===== src/rtl/cac_consts.vh =====
// constants for the calendar alarm and calibration block
// How it works
// each second update compares unmasked alarm fields with time; full agreement is an event
// mask field at config bits 13:10 picks which time fields take part
// mask 0110 compares hours, minutes and seconds only: once a day
// events only while the alarm enable bit is set
// repeat-forever clear and count zero: enable clears on the first event
// repeat-forever clear: count decrements per event, enable clears once it is zero
// repeat-forever set: events continue, count still decrements, enable stays
// each event can raise the interrupt and, separately, toggle the output pin
// interrupt only with irq enable set and a non-zero 3-bit priority
// select 0: pin toggles per event; select 1: pin carries 1 Hz clock
// software clears alarm enable before writing alarm value fields
// alarm value fields are readable at any time
// once a minute the signed 8-bit calibration value adjusts the prescaler
// each calibration unit adds or removes four oscillator cycles per minute
// adjustment lands on the 512th oscillator edge after seconds roll 59 to 00
// 2-bit window pointer: 00 min/sec, 01 weekday/hours, 10 month/day
// config: enable 15, repeat-forever 14, mask 13:10, pointer 9:8, count 7:0
// pointer decrements after each window access, holding at zero
`ifndef CAC_CONSTS_VH
`define CAC_CONSTS_VH

// ****************************************
// register offsets
// ****************************************
`define CAC_ADDR_ALARM_CONFIG 3'h0
`define CAC_ADDR_ALARM_WINDOW 3'h1
`define CAC_ADDR_CLOCK_CONFIG 3'h2
`define CAC_ADDR_PAD_CONFIG 3'h3
`define CAC_ADDR_IRQ_CONFIG 3'h4
`define CAC_ADDR_IRQ_STATUS 3'h5
`define CAC_ADDR_IRQ_MASK 3'h6

// ****************************************
// field positions
// ****************************************
`define CAC_ALM_ENABLE_BIT 15
`define CAC_ALM_CHIME_BIT 14
`define CAC_ALM_MASK_HI 13
`define CAC_ALM_MASK_LO 10
`define CAC_ALM_PTR_HI 9
`define CAC_ALM_PTR_LO 8
`define CAC_CLK_HALF_SECOND_BIT 11
`define CAC_CLK_PIN_OE_BIT 10
`define CAC_PAD_SELECT_BIT 1
`define CAC_IRQ_ENABLE_BIT 15
`define CAC_STAT_ALARM_BIT 0
`define CAC_STAT_SECOND_BIT 1

// ****************************************
// field masks, window pointers, mask codes
// ****************************************
`define CAC_WIN_MIN_SEC_MASK 16'h7f7f
`define CAC_WIN_WDAY_HR_MASK 16'h073f
`define CAC_WIN_MON_DAY_MASK 16'h1f3f
`define CAC_PTR_MIN_SEC 2'h0
`define CAC_PTR_WDAY_HR 2'h1
`define CAC_PTR_MON_DAY 2'h2
`define CAC_FMASK_SEC_ONES 4'h2
`define CAC_FMASK_SEC 4'h3
`define CAC_FMASK_MIN_ONES 4'h4
`define CAC_FMASK_MIN 4'h5
`define CAC_FMASK_DAY 4'h6
`define CAC_FMASK_WEEK 4'h7
`define CAC_FMASK_MONTH 4'h8
`define CAC_FMASK_YEAR 4'h9
`define CAC_FMASK_LAST_ANY 4'h1

// ****************************************
// reset values and timing
// ****************************************
`define CAC_RESET_WORD 16'h0000
`define CAC_PRESCALE_TOP 15'h7fff
`define CAC_CAL_POINT 10'h200
`define CAC_CAL_STEP_SHIFT 2

`endif


===== src/rtl/cac_match.v =====
// alarm field comparator for the calendar alarm block
`timescale 1ns/100ps
module cac_match (
    // mask code
    input wire [3:0] alarm_field_mask,
    // alarm fields
    input wire [15:0] alm_min_sec,
    input wire [15:0] alm_wday_hr,
    input wire [15:0] alm_mon_day,
    // time fields
    input wire [15:0] time_min_sec,
    input wire [15:0] time_wday_hr,
    input wire [15:0] time_mon_day,
    // result
    output reg match
);
`include "cac_consts.vh"

    wire sec_ones_eq;
    wire sec_eq;
    wire min_ones_eq;
    wire min_eq;
    wire hr_eq;
    wire wday_eq;
    wire day_eq;
    wire mon_eq;

    assign sec_ones_eq = (alm_min_sec[3:0] == time_min_sec[3:0]);
    assign sec_eq = (alm_min_sec[6:0] == time_min_sec[6:0]);
    assign min_ones_eq = (alm_min_sec[11:8] == time_min_sec[11:8]);
    assign min_eq = (alm_min_sec[14:8] == time_min_sec[14:8]);
    assign hr_eq = (alm_wday_hr[5:0] == time_wday_hr[5:0]);
    assign wday_eq = (alm_wday_hr[10:8] == time_wday_hr[10:8]);
    assign day_eq = (alm_mon_day[5:0] == time_mon_day[5:0]);
    assign mon_eq = (alm_mon_day[12:8] == time_mon_day[12:8]);

    // deeper codes take in more fields, except month, which swaps weekday for day; codes above year never fire
    always @* begin
        case (alarm_field_mask)
            `CAC_FMASK_SEC_ONES: match = sec_ones_eq;
            `CAC_FMASK_SEC: match = sec_eq;
            `CAC_FMASK_MIN_ONES: match = sec_eq & min_ones_eq;
            `CAC_FMASK_MIN: match = sec_eq & min_eq;
            `CAC_FMASK_DAY: match = sec_eq & min_eq & hr_eq;
            `CAC_FMASK_WEEK: match = sec_eq & min_eq & hr_eq & wday_eq;
            `CAC_FMASK_MONTH: match = sec_eq & min_eq & hr_eq & day_eq;
            `CAC_FMASK_YEAR: match = sec_eq & min_eq & hr_eq & day_eq & mon_eq;
            default: match = (alarm_field_mask <= `CAC_FMASK_LAST_ANY);
        endcase
    end
endmodule


===== src/rtl/cac_top.v =====
// alarm, pin output and calibration logic of the calendar clock
//
// Chosen here: the strobed register port and the register offsets.
`timescale 1ns/100ps
`include "cac_consts.vh"
module cac_top #(
    parameter [14:0] PRESCALE_TOP = `CAC_PRESCALE_TOP,
    parameter [9:0] CAL_POINT = `CAC_CAL_POINT
) (
    // clock and reset
    input wire clk,
    input wire reset_n,
    // oscillator edge, one cycle per 32.768 kHz edge
    input wire osc_tick,
    // current time from the external counters
    input wire [15:0] time_min_sec,
    input wire [15:0] time_wday_hr,
    input wire [15:0] time_mon_day,
    // register port
    input wire [2:0] reg_addr,
    input wire [15:0] reg_wdata,
    input wire reg_wr,
    input wire reg_rd,
    output reg [15:0] reg_rdata,
    // second update to the time counters
    output reg sec_tick,
    // pin and interrupt
    output reg pin_out,
    output reg pin_oe,
    output reg alarm_irq
);

    // ****************************************
    // state
    // ****************************************
    reg alarm_enable_bit_reg;
    reg chime_reg;
    reg [3:0] alarm_field_mask_reg;
    reg [1:0] alarm_window_pointer_reg;
    reg [7:0] alarm_repeat_count_reg;
    reg [15:0] alm_min_sec_reg;
    reg [15:0] alm_wday_hr_reg;
    reg [15:0] alm_mon_day_reg;
    reg [7:0] cal_value_reg;
    reg pin_enable_reg;
    reg pin_output_select_reg;
    reg alarm_irq_enable_reg;
    reg [2:0] alarm_irq_priority_reg;
    reg [1:0] status_reg;
    reg [1:0] irq_mask_reg;
    reg [14:0] prescale_reg;
    reg compare_reg;
    reg cal_run_reg;
    reg [9:0] cal_count_reg;
    reg toggle_reg;

    reg [15:0] rdata_next;
    reg [1:0] status_next;
    reg [14:0] prescale_next;

    wire match;
    wire alarm_event;
    wire cfg_wr;
    wire win_wr;
    wire win_access;
    wire half_second_flag;
    wire cal_apply;
    wire [14:0] cal_ext;
    wire [14:0] cal_adjust;
    wire [15:0] alarm_config_word;
    wire [15:0] window_word;

    // ****************************************
    // comparator
    // ****************************************
    cac_match u_match (
        .alarm_field_mask(alarm_field_mask_reg),
        .alm_min_sec(alm_min_sec_reg),
        .alm_wday_hr(alm_wday_hr_reg),
        .alm_mon_day(alm_mon_day_reg),
        .time_min_sec(time_min_sec),
        .time_wday_hr(time_wday_hr),
        .time_mon_day(time_mon_day),
        .match(match)
    );

    // counters take the new second on sec_tick; compare the cycle after
    assign alarm_event = compare_reg & match & alarm_enable_bit_reg; // see

    // ****************************************
    // register decode
    // ****************************************
    assign cfg_wr = reg_wr & (reg_addr == `CAC_ADDR_ALARM_CONFIG);
    assign win_wr = reg_wr & (reg_addr == `CAC_ADDR_ALARM_WINDOW);
    assign win_access = (reg_wr | reg_rd) & (reg_addr == `CAC_ADDR_ALARM_WINDOW);

    assign alarm_config_word = {alarm_enable_bit_reg, chime_reg, alarm_field_mask_reg,
                                alarm_window_pointer_reg, alarm_repeat_count_reg};

    assign window_word = (alarm_window_pointer_reg == `CAC_PTR_MIN_SEC) ? alm_min_sec_reg :
                         (alarm_window_pointer_reg == `CAC_PTR_WDAY_HR) ? alm_wday_hr_reg :
                         (alarm_window_pointer_reg == `CAC_PTR_MON_DAY) ? alm_mon_day_reg :
                         `CAC_RESET_WORD;

    // ****************************************
    // alarm configuration and repeat
    // ****************************************
    always @(posedge clk or negedge reset_n) begin
        if (!reset_n) begin
            alarm_enable_bit_reg <= 1'b0;
            chime_reg <= 1'b0;
            alarm_field_mask_reg <= 4'h0;
            alarm_window_pointer_reg <= 2'h0;
            alarm_repeat_count_reg <= 8'h00;
        end else if (cfg_wr) begin
            // software write wins over a coincident event
            alarm_enable_bit_reg <= reg_wdata[`CAC_ALM_ENABLE_BIT];
            chime_reg <= reg_wdata[`CAC_ALM_CHIME_BIT];
            alarm_field_mask_reg <= reg_wdata[`CAC_ALM_MASK_HI:`CAC_ALM_MASK_LO];
            alarm_window_pointer_reg <= reg_wdata[`CAC_ALM_PTR_HI:`CAC_ALM_PTR_LO];
            alarm_repeat_count_reg <= reg_wdata[7:0];
        end else begin
            if (win_access && alarm_window_pointer_reg != 2'h0) begin
                alarm_window_pointer_reg <= alarm_window_pointer_reg - 2'h1;
            end
            if (alarm_event) begin
                if (chime_reg) begin
                    alarm_repeat_count_reg <= alarm_repeat_count_reg - 8'h01;
                end else if (alarm_repeat_count_reg == 8'h00) begin
                    alarm_enable_bit_reg <= 1'b0; // see
                end else begin
                    alarm_repeat_count_reg <= alarm_repeat_count_reg - 8'h01;
                end
            end
        end
    end

    // ****************************************
    // alarm value window
    // ****************************************
    // writes with the alarm enabled are taken; a false match is the caller's hazard
    always @(posedge clk or negedge reset_n) begin
        if (!reset_n) begin
            alm_min_sec_reg <= `CAC_RESET_WORD;
            alm_wday_hr_reg <= `CAC_RESET_WORD;
            alm_mon_day_reg <= `CAC_RESET_WORD;
        end else if (win_wr) begin
            case (alarm_window_pointer_reg)
                `CAC_PTR_MIN_SEC: alm_min_sec_reg <= reg_wdata & `CAC_WIN_MIN_SEC_MASK;
                `CAC_PTR_WDAY_HR: alm_wday_hr_reg <= reg_wdata & `CAC_WIN_WDAY_HR_MASK;
                `CAC_PTR_MON_DAY: alm_mon_day_reg <= reg_wdata & `CAC_WIN_MON_DAY_MASK;
                default: alm_min_sec_reg <= alm_min_sec_reg;
            endcase
        end
    end

    // ****************************************
    // clock, pad and interrupt configuration
    // ****************************************
    always @(posedge clk or negedge reset_n) begin
        if (!reset_n) begin
            cal_value_reg <= 8'h00;
            pin_enable_reg <= 1'b0;
            pin_output_select_reg <= 1'b0;
            alarm_irq_enable_reg <= 1'b0;
            alarm_irq_priority_reg <= 3'h0;
            irq_mask_reg <= 2'h0;
        end else if (reg_wr) begin
            case (reg_addr)
                `CAC_ADDR_CLOCK_CONFIG: begin
                    cal_value_reg <= reg_wdata[7:0];
                    pin_enable_reg <= reg_wdata[`CAC_CLK_PIN_OE_BIT];
                end
                `CAC_ADDR_PAD_CONFIG: begin
                    pin_output_select_reg <= reg_wdata[`CAC_PAD_SELECT_BIT];
                end
                `CAC_ADDR_IRQ_CONFIG: begin
                    alarm_irq_enable_reg <= reg_wdata[`CAC_IRQ_ENABLE_BIT];
                    alarm_irq_priority_reg <= reg_wdata[2:0];
                end
                `CAC_ADDR_IRQ_MASK: begin
                    irq_mask_reg <= reg_wdata[1:0];
                end
                default: begin
                    irq_mask_reg <= irq_mask_reg;
                end
            endcase
        end
    end

    // ****************************************
    // sticky status, write one to clear
    // ****************************************
    always @* begin
        status_next = status_reg;
        if (reg_wr && reg_addr == `CAC_ADDR_IRQ_STATUS) begin
            status_next = status_reg & ~reg_wdata[1:0];
        end
        // a new event beats a clear in the same cycle
        if (alarm_event) begin
            status_next[`CAC_STAT_ALARM_BIT] = 1'b1;
        end
        if (sec_tick) begin
            status_next[`CAC_STAT_SECOND_BIT] = 1'b1;
        end
    end

    always @(posedge clk or negedge reset_n) begin
        if (!reset_n) begin
            status_reg <= 2'h0;
            alarm_irq <= 1'b0;
        end else begin
            status_reg <= status_next;
            alarm_irq <= alarm_irq_enable_reg & (alarm_irq_priority_reg != 3'h0) &
                         (|(status_next & irq_mask_reg)); // see
        end
    end

    // ****************************************
    // prescaler and calibration
    // ****************************************
    assign half_second_flag = (prescale_reg > (PRESCALE_TOP >> 1));
    assign cal_ext = {{7{cal_value_reg[7]}}, cal_value_reg};
    assign cal_adjust = {cal_ext[12:0], 2'b00};
    assign cal_apply = cal_run_reg & osc_tick & (cal_count_reg == CAL_POINT - 10'h001);

    // adjust lands 512 counts into the second, so a step of up to 512 counts cannot wrap
    always @* begin
        prescale_next = prescale_reg;
        if (osc_tick) begin
            if (prescale_reg == PRESCALE_TOP) begin
                prescale_next = 15'h0000;
            end else if (cal_apply) begin
                prescale_next = prescale_reg + 15'h0001 + cal_adjust;
            end else begin
                prescale_next = prescale_reg + 15'h0001;
            end
        end
    end

    always @(posedge clk or negedge reset_n) begin
        if (!reset_n) begin
            prescale_reg <= 15'h0000;
            sec_tick <= 1'b0;
            compare_reg <= 1'b0;
            cal_run_reg <= 1'b0;
            cal_count_reg <= 10'h000;
        end else begin
            prescale_reg <= prescale_next;
            sec_tick <= osc_tick & (prescale_reg == PRESCALE_TOP);
            compare_reg <= sec_tick;
            if (compare_reg && time_min_sec[7:0] == 8'h00) begin
                cal_run_reg <= 1'b1;
                cal_count_reg <= 10'h000;
            end else if (cal_apply) begin
                cal_run_reg <= 1'b0;
            end else if (cal_run_reg && osc_tick) begin
                cal_count_reg <= cal_count_reg + 10'h001;
            end
        end
    end

    // ****************************************
    // output pin
    // ****************************************
    always @(posedge clk or negedge reset_n) begin
        if (!reset_n) begin
            toggle_reg <= 1'b0;
            pin_out <= 1'b0;
            pin_oe <= 1'b0;
        end else begin
            if (alarm_event) begin
                toggle_reg <= ~toggle_reg;
            end
            pin_oe <= pin_enable_reg;
            pin_out <= pin_output_select_reg ? half_second_flag : toggle_reg;
        end
    end

    // ****************************************
    // read port
    // ****************************************
    always @* begin
        rdata_next = `CAC_RESET_WORD;
        case (reg_addr)
            `CAC_ADDR_ALARM_CONFIG: rdata_next = alarm_config_word;
            `CAC_ADDR_ALARM_WINDOW: rdata_next = window_word;
            `CAC_ADDR_CLOCK_CONFIG: begin
                rdata_next[7:0] = cal_value_reg;
                rdata_next[`CAC_CLK_PIN_OE_BIT] = pin_enable_reg;
                rdata_next[`CAC_CLK_HALF_SECOND_BIT] = half_second_flag;
            end
            `CAC_ADDR_PAD_CONFIG: rdata_next[`CAC_PAD_SELECT_BIT] = pin_output_select_reg;
            `CAC_ADDR_IRQ_CONFIG: begin
                rdata_next[`CAC_IRQ_ENABLE_BIT] = alarm_irq_enable_reg;
                rdata_next[2:0] = alarm_irq_priority_reg;
            end
            `CAC_ADDR_IRQ_STATUS: rdata_next[1:0] = status_reg;
            `CAC_ADDR_IRQ_MASK: rdata_next[1:0] = irq_mask_reg;
            default: rdata_next = `CAC_RESET_WORD;
        endcase
    end

    // read data stand one cycle after the strobe, zero otherwise
    always @(posedge clk or negedge reset_n) begin
        if (!reset_n) begin
            reg_rdata <= `CAC_RESET_WORD;
        end else if (reg_rd) begin
            reg_rdata <= rdata_next;
        end else begin
            reg_rdata <= `CAC_RESET_WORD;
        end
    end
endmodule


===== config.mk =====
export PLATFORM = sky130hd
export DESIGN_NAME = cac_top
export DESIGN_NICKNAME = d
export VERILOG_FILES = /design/src/rtl/cac_match.v /design/src/rtl/cac_top.v
export VERILOG_INCLUDE_DIRS = /design/src /design/src/rtl
export SDC_FILE = /design/constraint.sdc
export NUM_CORES = 1
export LEC_CHECK = 0
export ABC_AREA = 1
export ABC_CLOCK_PERIOD_IN_PS = 3200
export BUFFER_PORTS_ARGS = -buffer_cell sky130_fd_sc_hd__buf_2
export CAP_MARGIN = 25
export CORE_ASPECT_RATIO = 2
export CORE_MARGIN = 2
export CORE_UTILIZATION = 38
export DETAILED_ROUTE_END_ITERATION = 10
export SYNTH_ARGS = -nofsm -noshare
export SYNTH_HDL_FRONTEND = slang
export SYNTH_HIERARCHICAL = 1
export SYNTH_SLANG_ARGS = --single-unit

===== constraint.sdc =====
create_clock -name clk -period 3.2 [get_ports clk]
set_input_delay 0.16 -clock clk [delete_from_list [all_inputs] [get_ports clk]]
set_output_delay 0.16 -clock clk [all_outputs]
set_load 0.01 [all_outputs]

==> key figures, run 1 <==
Pwr
  • Sw Ratio: 0.3365
  • Cell internal pwr: 3.755 mW
  • Clock power frac: 0.363
  • Maximum vdd drop: 0.3193 mV
  • Switching pwr: 1.904 mW
  • Sequential share of power: 0.384
  • Logic gate share of total power: 0.253
  • Leakage: 4.337 nW
  • Cell area power density: 686.3 nW/um^2

Hold path
  • Worst Hold Launch: reg_wdata[14]
  • WHS Path Cells: 3
  • Hold WC Path Type: input pin to register
  • Hold endpoint: chime_reg

Floorplanning
  • Initial Util: 0.3852
  • Core Box Area: 18130 sq um
  • Standard-cell row count: 70
  • IO Pins: 92
  • Die Ht: 195.7 um
  • DIE AREA: 19540 sq um
  • Die W: 99.86 um

STA
  • Setup TNS: 0 ps
  • Worst slew pin tran: 740.7 ps
  • Fin crit share: 0.8636
  • Slew HR: 0.5062
  • RSZ-0062 raised after global routing: false
  • Final Setup Violations: 0
  • Setup Skew: 7.147 ps
  • Final Hold Violating Endpoints: 0
  • Fin crit period: 2763 ps
  • Fmax: 361.9 MHz
  • Max Slew Vio Count: 0

Worst setup path
  • CP bufs+invs: 1
  • R2r endpoint: prescale_reg[13]
  • Crit-path slowest cell: dfrtp_1
  • WP data arrival: 3070 ps
  • Critical Path RT: 3510 ps
  • Worst Path Max Fanout: 4
  • Crit path launch: prescale_reg[0]
  • Worst reg-to-reg setup slack: 440 ps
  • Worst Setup End Kind: register
  • Most used cell, CP: nand2_1
  • Startpoint types: register
  • Cell family with most CP delay: simple AND/OR/NAND/NOR gates
  • R2R depth: 16
  • CP max stage delay: 390 ps
  • CP cell instances: ha_1 -> nand2_2 -> nor2_1 -> inv_1 -> nor2_1 -> xor2_1 -> ha_1 -> a21o_1 -> a21oi_1 -> nand2_1 -> nand2_1 -> nand2_1 -> nand2_1 -> nand3_1 -> nand2_1 -> nand2_1
  • Reg2reg start: prescale_reg[0]
  • CP Class: register to register

Drt
  • # DRC: 1
  • DR WL met2: 11570 um
  • DR top layer: met4
  • Post-DR wirelength/cell: 15.85 um
  • M1 WL: 6583 um
  • Vias per inst: 5.104
  • DR iter-0 viols: 300
  • DR pass1 iterations: 10
  • WL met3: 514 um
  • Routed Antenna Nets: 0
  • Total Wirelength: 19930 um
  • Via Count: 6416

Synth
  • Syn nets: 1038
  • Syn avg cell area: 7.397 sq um
  • Mapped cell area: 6983 sq um
  • Synth Warn #: 6
  • Cells after Synth: 944

Finish
  • Max FFs per register: 16
  • Ant diodes: 0
  • P&R area growth vs syn: 18.08%
  • Share of layout cells above drive strength 1: 0.1470
  • Final Util: 0.4548
  • Net count, final: 1123

Placement
  • Post-DP HPWL: 15830 um
  • Port Buffer Count: 78
  • GP Congestion: 0.8736

Global route
  • Largest net degree at the start of global routing: 59
  • Gr ovfl total: 0
  • GRT Util Overall: 0.2128
  • Number of global-route vias before repair: 6390
  • First-pass GRT wire length: 31640 um
  • Initial antenna violation count: 0

Run status
  • Violated checks: DRC
  • Outcome: finished with violations

Clocking
  • Post-CTS sizing: 0
  • CTS tree: done
  • Worst skew pair latency: 420 ps
  • Clock root cell: clkbuf_16
  • Clock Path Buffers: 2
  • CTS H-Tree Depth: 4
  • Sink Count: 116
  • TritonCTS Buffers: 17
  • CTS clk-pin slew, worst paths: 50 ps

Run
  • Max-cap violation count: 0
==> worst max-delay path by stage <==
stage,slack [ps],depth (start not counted),to
floorplan,890,16,prescale_reg[13]
global placement,530,16,prescale_reg[13]
detailed placement,450,16,prescale_reg[13]
CTS,440,16,prescale_reg[13]
global route,140,17,prescale_reg[12]
finish,440,16,prescale_reg[13]
==> power groups by stage <==
stage	Sequential [mW]	Combinational, mW	Clock (mW)
floorplan	2.08	1.05	0
global placement	2.19	1.41	0
detailed placement	2.20	1.44	0
CTS	2.18	1.45	2.09
global route	2.23	1.65	2.14
finish	2.18	1.43	2.05
==> worst register-to-register path, delay by kind of cell (launching register included) <==
kind            cells  cell delay, ps
buf+inv             1              90
flops               1             390
xor+xnor            1             330
compound gates      2             350
fa+ha+maj           2             560
simple gates       10             960
==> repair_timing <==
action	CTS	global route
hold buffers	1	0
endpoints found under the hold margin	57	0
buffers inserted	0	0
setup endpoints to repair	0	0
==> cell usage in the layout (no fill, tap or decap), types with 4 or more instances in the layout <==
cell,instances
nor3_1,7
a21oi_1,39
o21ai_1,19
nand2_2,6
nand3_2,5
o211ai_1,9
nand4_1,14
buf_2,77
nand3_1,42
o21ai_0,73
dfrtp_1,116
o221ai_1,6
clkbuf_16,17
o22ai_1,4
nor2_2,7
nand2_1,285
xor2_1,15
inv_2,4
bufinv_16,5
a31oi_1,8
ha_1,21
buf_4,7
xnor2_1,10
clkinv_2,5
inv_1,118
nor2_1,79
==> per-stage QoR <==
stage	instances	setup WS, ps	hold slack (ps)	cell area, sq um	total power [mW]
global route	1257	138.0	18.22	8245	6.023
detailed placement	1225	451.3	281.7	7606	3.638
CTS	1257	440.6	22.06	8245	5.711
global placement	1225	527.8	277.5	7606	3.601
finish	1257	436.6	24.68	8245	5.659
floorplan	944	891.8	-135.6	6983	3.132
==> routing by layer <==
metal | global-route usage | up-vias
li1 | - | 3227
met5 | 0 | -
met3 | 0.03848 | 65
met2 | 0.4194 | 142
met4 | 0.1339 | 0
met1 | 0.1897 | 2982
==> area by class of cell <==
class / instances / area (sq um)
fillers: 1836 / 9884
multi-input cells: 684 / 3505
flip-flops and latches: 116 / 2903
inverters: 124 / 470.5
repair buffers: 86 / 467.9
clock buffers: 20 / 446.7
well taps: 216 / 270.3
clock inverters: 11 / 182.7
(Power assumes the default switching activity.)
==> run 2, diff against run 1 <==
--- a/config.mk
+++ b/config.mk
@@ -14,6 +14,8 @@
 export CORE_MARGIN = 2
 export CORE_UTILIZATION = 38
 export DETAILED_ROUTE_END_ITERATION = 10
+export RECOVER_POWER = 100
+export SLEW_MARGIN = 20
 export SYNTH_ARGS = -nofsm -noshare
 export SYNTH_HDL_FRONTEND = slang
 export SYNTH_HIERARCHICAL = 1
==> run 2 against run 1 <==
Against the previous run: the run now ends clean; sequential power about the same; global-route usage stayed put; power fell by 0.63%; sequential cell count unchanged; non-clock buffer count unchanged; hold slack gained 9.2 ps; cell area shrank 1.8%; wire length is 0.27% higher.
==> key figures, run 2 (same netlist as run 1, synthesis figures left out) <==
Placement
  • Port Buffer Count: 78 (unchanged)
  • Post-DP HPWL: 15830 um (unchanged)
  • Cell area after placement: 7606 sq um (unchanged)
  • Dpl cells: 1225 (unchanged)
  • GP Congestion: 0.8736 (unchanged)
  • Post-Place Worst Slack: 451.3 ps (unchanged)

Floorplanning
  • DIE AREA: 19540 sq um (unchanged)
  • Die W: 99.86 um (unchanged)
  • Standard-cell row count: 70 (unchanged)
  • Initial Util: 0.3852 (unchanged)
  • Core Box Area: 18130 sq um (unchanged)
  • Die Ht: 195.7 um (unchanged)
  • IO Pins: 92 (unchanged)

Clocking
  • TritonCTS Buffers: 17 (unchanged)
  • Post-CTS sizing: 0 (unchanged)
  • CTS tree: done
  • Sink Count: 116 (unchanged)
  • Clock root cell: clkbuf_16
  • CTS H-Tree Depth: 4 (unchanged)
  • Clock Path Buffers: 2 (unchanged)
  • CTS clk-pin slew, worst paths: 60 ps (about the same)
  • Worst skew pair latency: 420 ps (about the same)

Pwr
  • Clock power frac: 0.366 (+0.003)
  • Cell internal pwr: 3.727 mW (-0.75%)
  • Cell area power density: 694.3 nW/um^2 (+1.2%)
  • Leakage: 4.177 nW (-3.7%)
  • Logic gate share of total power: 0.248 (-0.005)
  • Switching pwr: 1.897 mW (-0.38%)
  • Sw Ratio: 0.3373 (+0.0008303)
  • Sequential share of power: 0.387 (+0.003)
  • Maximum vdd drop: 0.3239 mV (+1.5%)

Finish
  • P&R area growth vs syn: 16.00%
  • Fillcell total: 1860 (+1.3%)
  • Share of layout cells above drive strength 1: 0.1095 (-0.03746)
  • Finished Layout Cells: 1257 (unchanged)
  • Commonest non-fill, non-tap cells in the layout: nand2_1 (288), inv_1 (120), dfrtp_1 (116), nor2_1 (83), o21ai_0 (83)
  • Commonest non-fill, non-tap cell in the layout: nand2_1
  • Final Util: 0.4468 (-0.008005)
  • Ant diodes: 0 (unchanged)
  • Fin area: 8100 sq um (-1.8%)
  • Max FFs per register: 16 (unchanged)
  • Net count, final: 1123 (unchanged)

Drt
  • Total Wirelength: 19980 um (+0.27%)
  • Post-DR wirelength/cell: 15.90 um (+0.27%)
  • Via Count: 6385 (-0.48%)
  • Vias per inst: 5.080 (-0.48%)
  • Routed Antenna Nets: 0 (unchanged)
  • DR pass1 iterations: 4 (-6)
  • DR iter-0 viols: 311 (+3.7%)
  • M1 WL: 6641 um (+0.88%)
  • WL met3: 481 um (-6.4%)
  • # DRC: 0 (-1)
  • DR WL met2: 11570 um (about the same)
  • DR top layer: met4

Worst setup path
  • Crit-path slowest cell: nor2_1
  • Startpoint types: register
  • CP max stage delay: 910 ps (+520 ps)
  • Most used cell, CP: nor2_1
  • Worst Path Max Fanout: 19 (+15)
  • Critical Path RT: 3500 ps (about the same)
  • Worst Setup End Kind: register
  • WP data arrival: 3140 ps (+70 ps)
  • CP cell instances: ha_1 -> nand2_1 -> nor2_1 -> nand4_1 -> nor2_1 -> inv_1 -> nor3b_1 -> o21ai_1
  • R2R depth: 8 (-8)
  • CP Class: register to register

Run
  • Max-cap violation count: 0 (unchanged)

Hold path
  • Hold WC Path Type: input pin to register
  • WHS Path Cells: 3 (unchanged)

STA
  • Fin crit share: 0.8874 (+0.02384)
  • Worst Setup Slack, final: 360.3 ps (-76.27 ps)
  • Final Setup Violations: 0 (unchanged)
  • Setup Skew: 6.885 ps (-0.2616 ps)
  • Final Hold Violating Endpoints: 0 (unchanged)
  • Fmax: 352.2 MHz (-2.7%)
  • Slew HR: 0.05767 (-0.4485)
  • Max Slew Vio Count: 0 (unchanged)
  • Setup TNS: 0 ps (unchanged)
  • Fin crit period: 2840 ps (+76.27 ps)
  • RSZ-0062 raised after global routing: false
  • Worst slew pin tran: 1413 ps (+672.8 ps)

Global route
  • GRT Util Overall: 0.2128 (unchanged)
  • Gr ovfl total: 0 (unchanged)
  • Number of global-route vias before repair: 6390 (unchanged)
  • First-pass GRT wire length: 31640 um (unchanged)
  • Largest net degree at the start of global routing: 59 (unchanged)
  • Initial antenna violation count: 0 (unchanged)

Run status
  • Outcome: finished, final reports clean
## run 2: cell count changes in the layout (fill, tap and decap cells not counted), sizes merged
cell | previous run | this run
clkbuf | 20 | 48
buf | 85 | 57
inv | 124 | 123
clkinvlp | 1 | 2
## run 2: path summary, 6_finish.rpt
kind,end,slack (ps),start
min in group asynchronous,compare_reg,620,reset_n
worst max-delay path,prescale_reg[7],360,cal_count_reg[0]
max in group asynchronous,alm_min_sec_reg[10],570,reset_n
worst max register to register,prescale_reg[7],360,cal_count_reg[0]
worst min-delay path,chime_reg,30,reg_wdata[14]
worst min register to register,pin_oe,430,pin_enable_reg
## run 2: power groups by stage
stage          clock network (mW)  registers, mW  logic (mW)
2_1_floorplan                   0           2.08        1.05
3_3_place_gp                    0           2.19        1.41
3_5_place_dp                    0           2.20        1.44
4_1_cts                      2.09           2.18        1.45
5_1_grt                      2.14           2.23        1.61
6_report                     2.06           2.17        1.39
## run 2: metal layers
metal,vias up,track usage
li1,3226,-
met1,2965,0.1897
met2,133,0.4194
met3,61,0.03848
met4,0,0.1339
met5,-,0
## run 2: critical path, delay by kind of cell, from the launching register on
kind / cells / cell delay (ps)
buffers and inverters: 1 / 490
adder cells (fa/ha/maj): 1 / 170
AND/OR/NAND/NOR: 5 / 1570
flip-flops: 1 / 370
AO/OA/AOI/OAI: 1 / 110
## run 2: final cells by class
class	instances	area [sq um]	share of cell area
multi-input combinational	684	3423	0.4226
inverter	124	469.2	0.05792
tap	216	270.3	0.03336
timing repair buffer	86	405.4	0.05005
clock inverter	11	182.7	0.02255
clock buffer	20	446.7	0.05514
sequential	116	2903	0.3584
## run 2: metrics by stage
| step | hold WS [ps] | total power, mW |
|---|---|---|
| global route | 36.90 | 5.983 |
| CTS | 22.06 | 5.711 |
| floorplan | -135.6 | 3.132 |
| global placement | 277.5 | 3.601 |
| detailed placement | 281.7 | 3.638 |
| finish | 33.84 | 5.624 |
## run 2: what timing repair did
| action | 4_1_cts | 5_1_grt |
|---|---|---|
| buffers inserted | 0 | 0 |
| hold endpoints to repair | 57 | 0 |
| hold buffers | 1 | 0 |
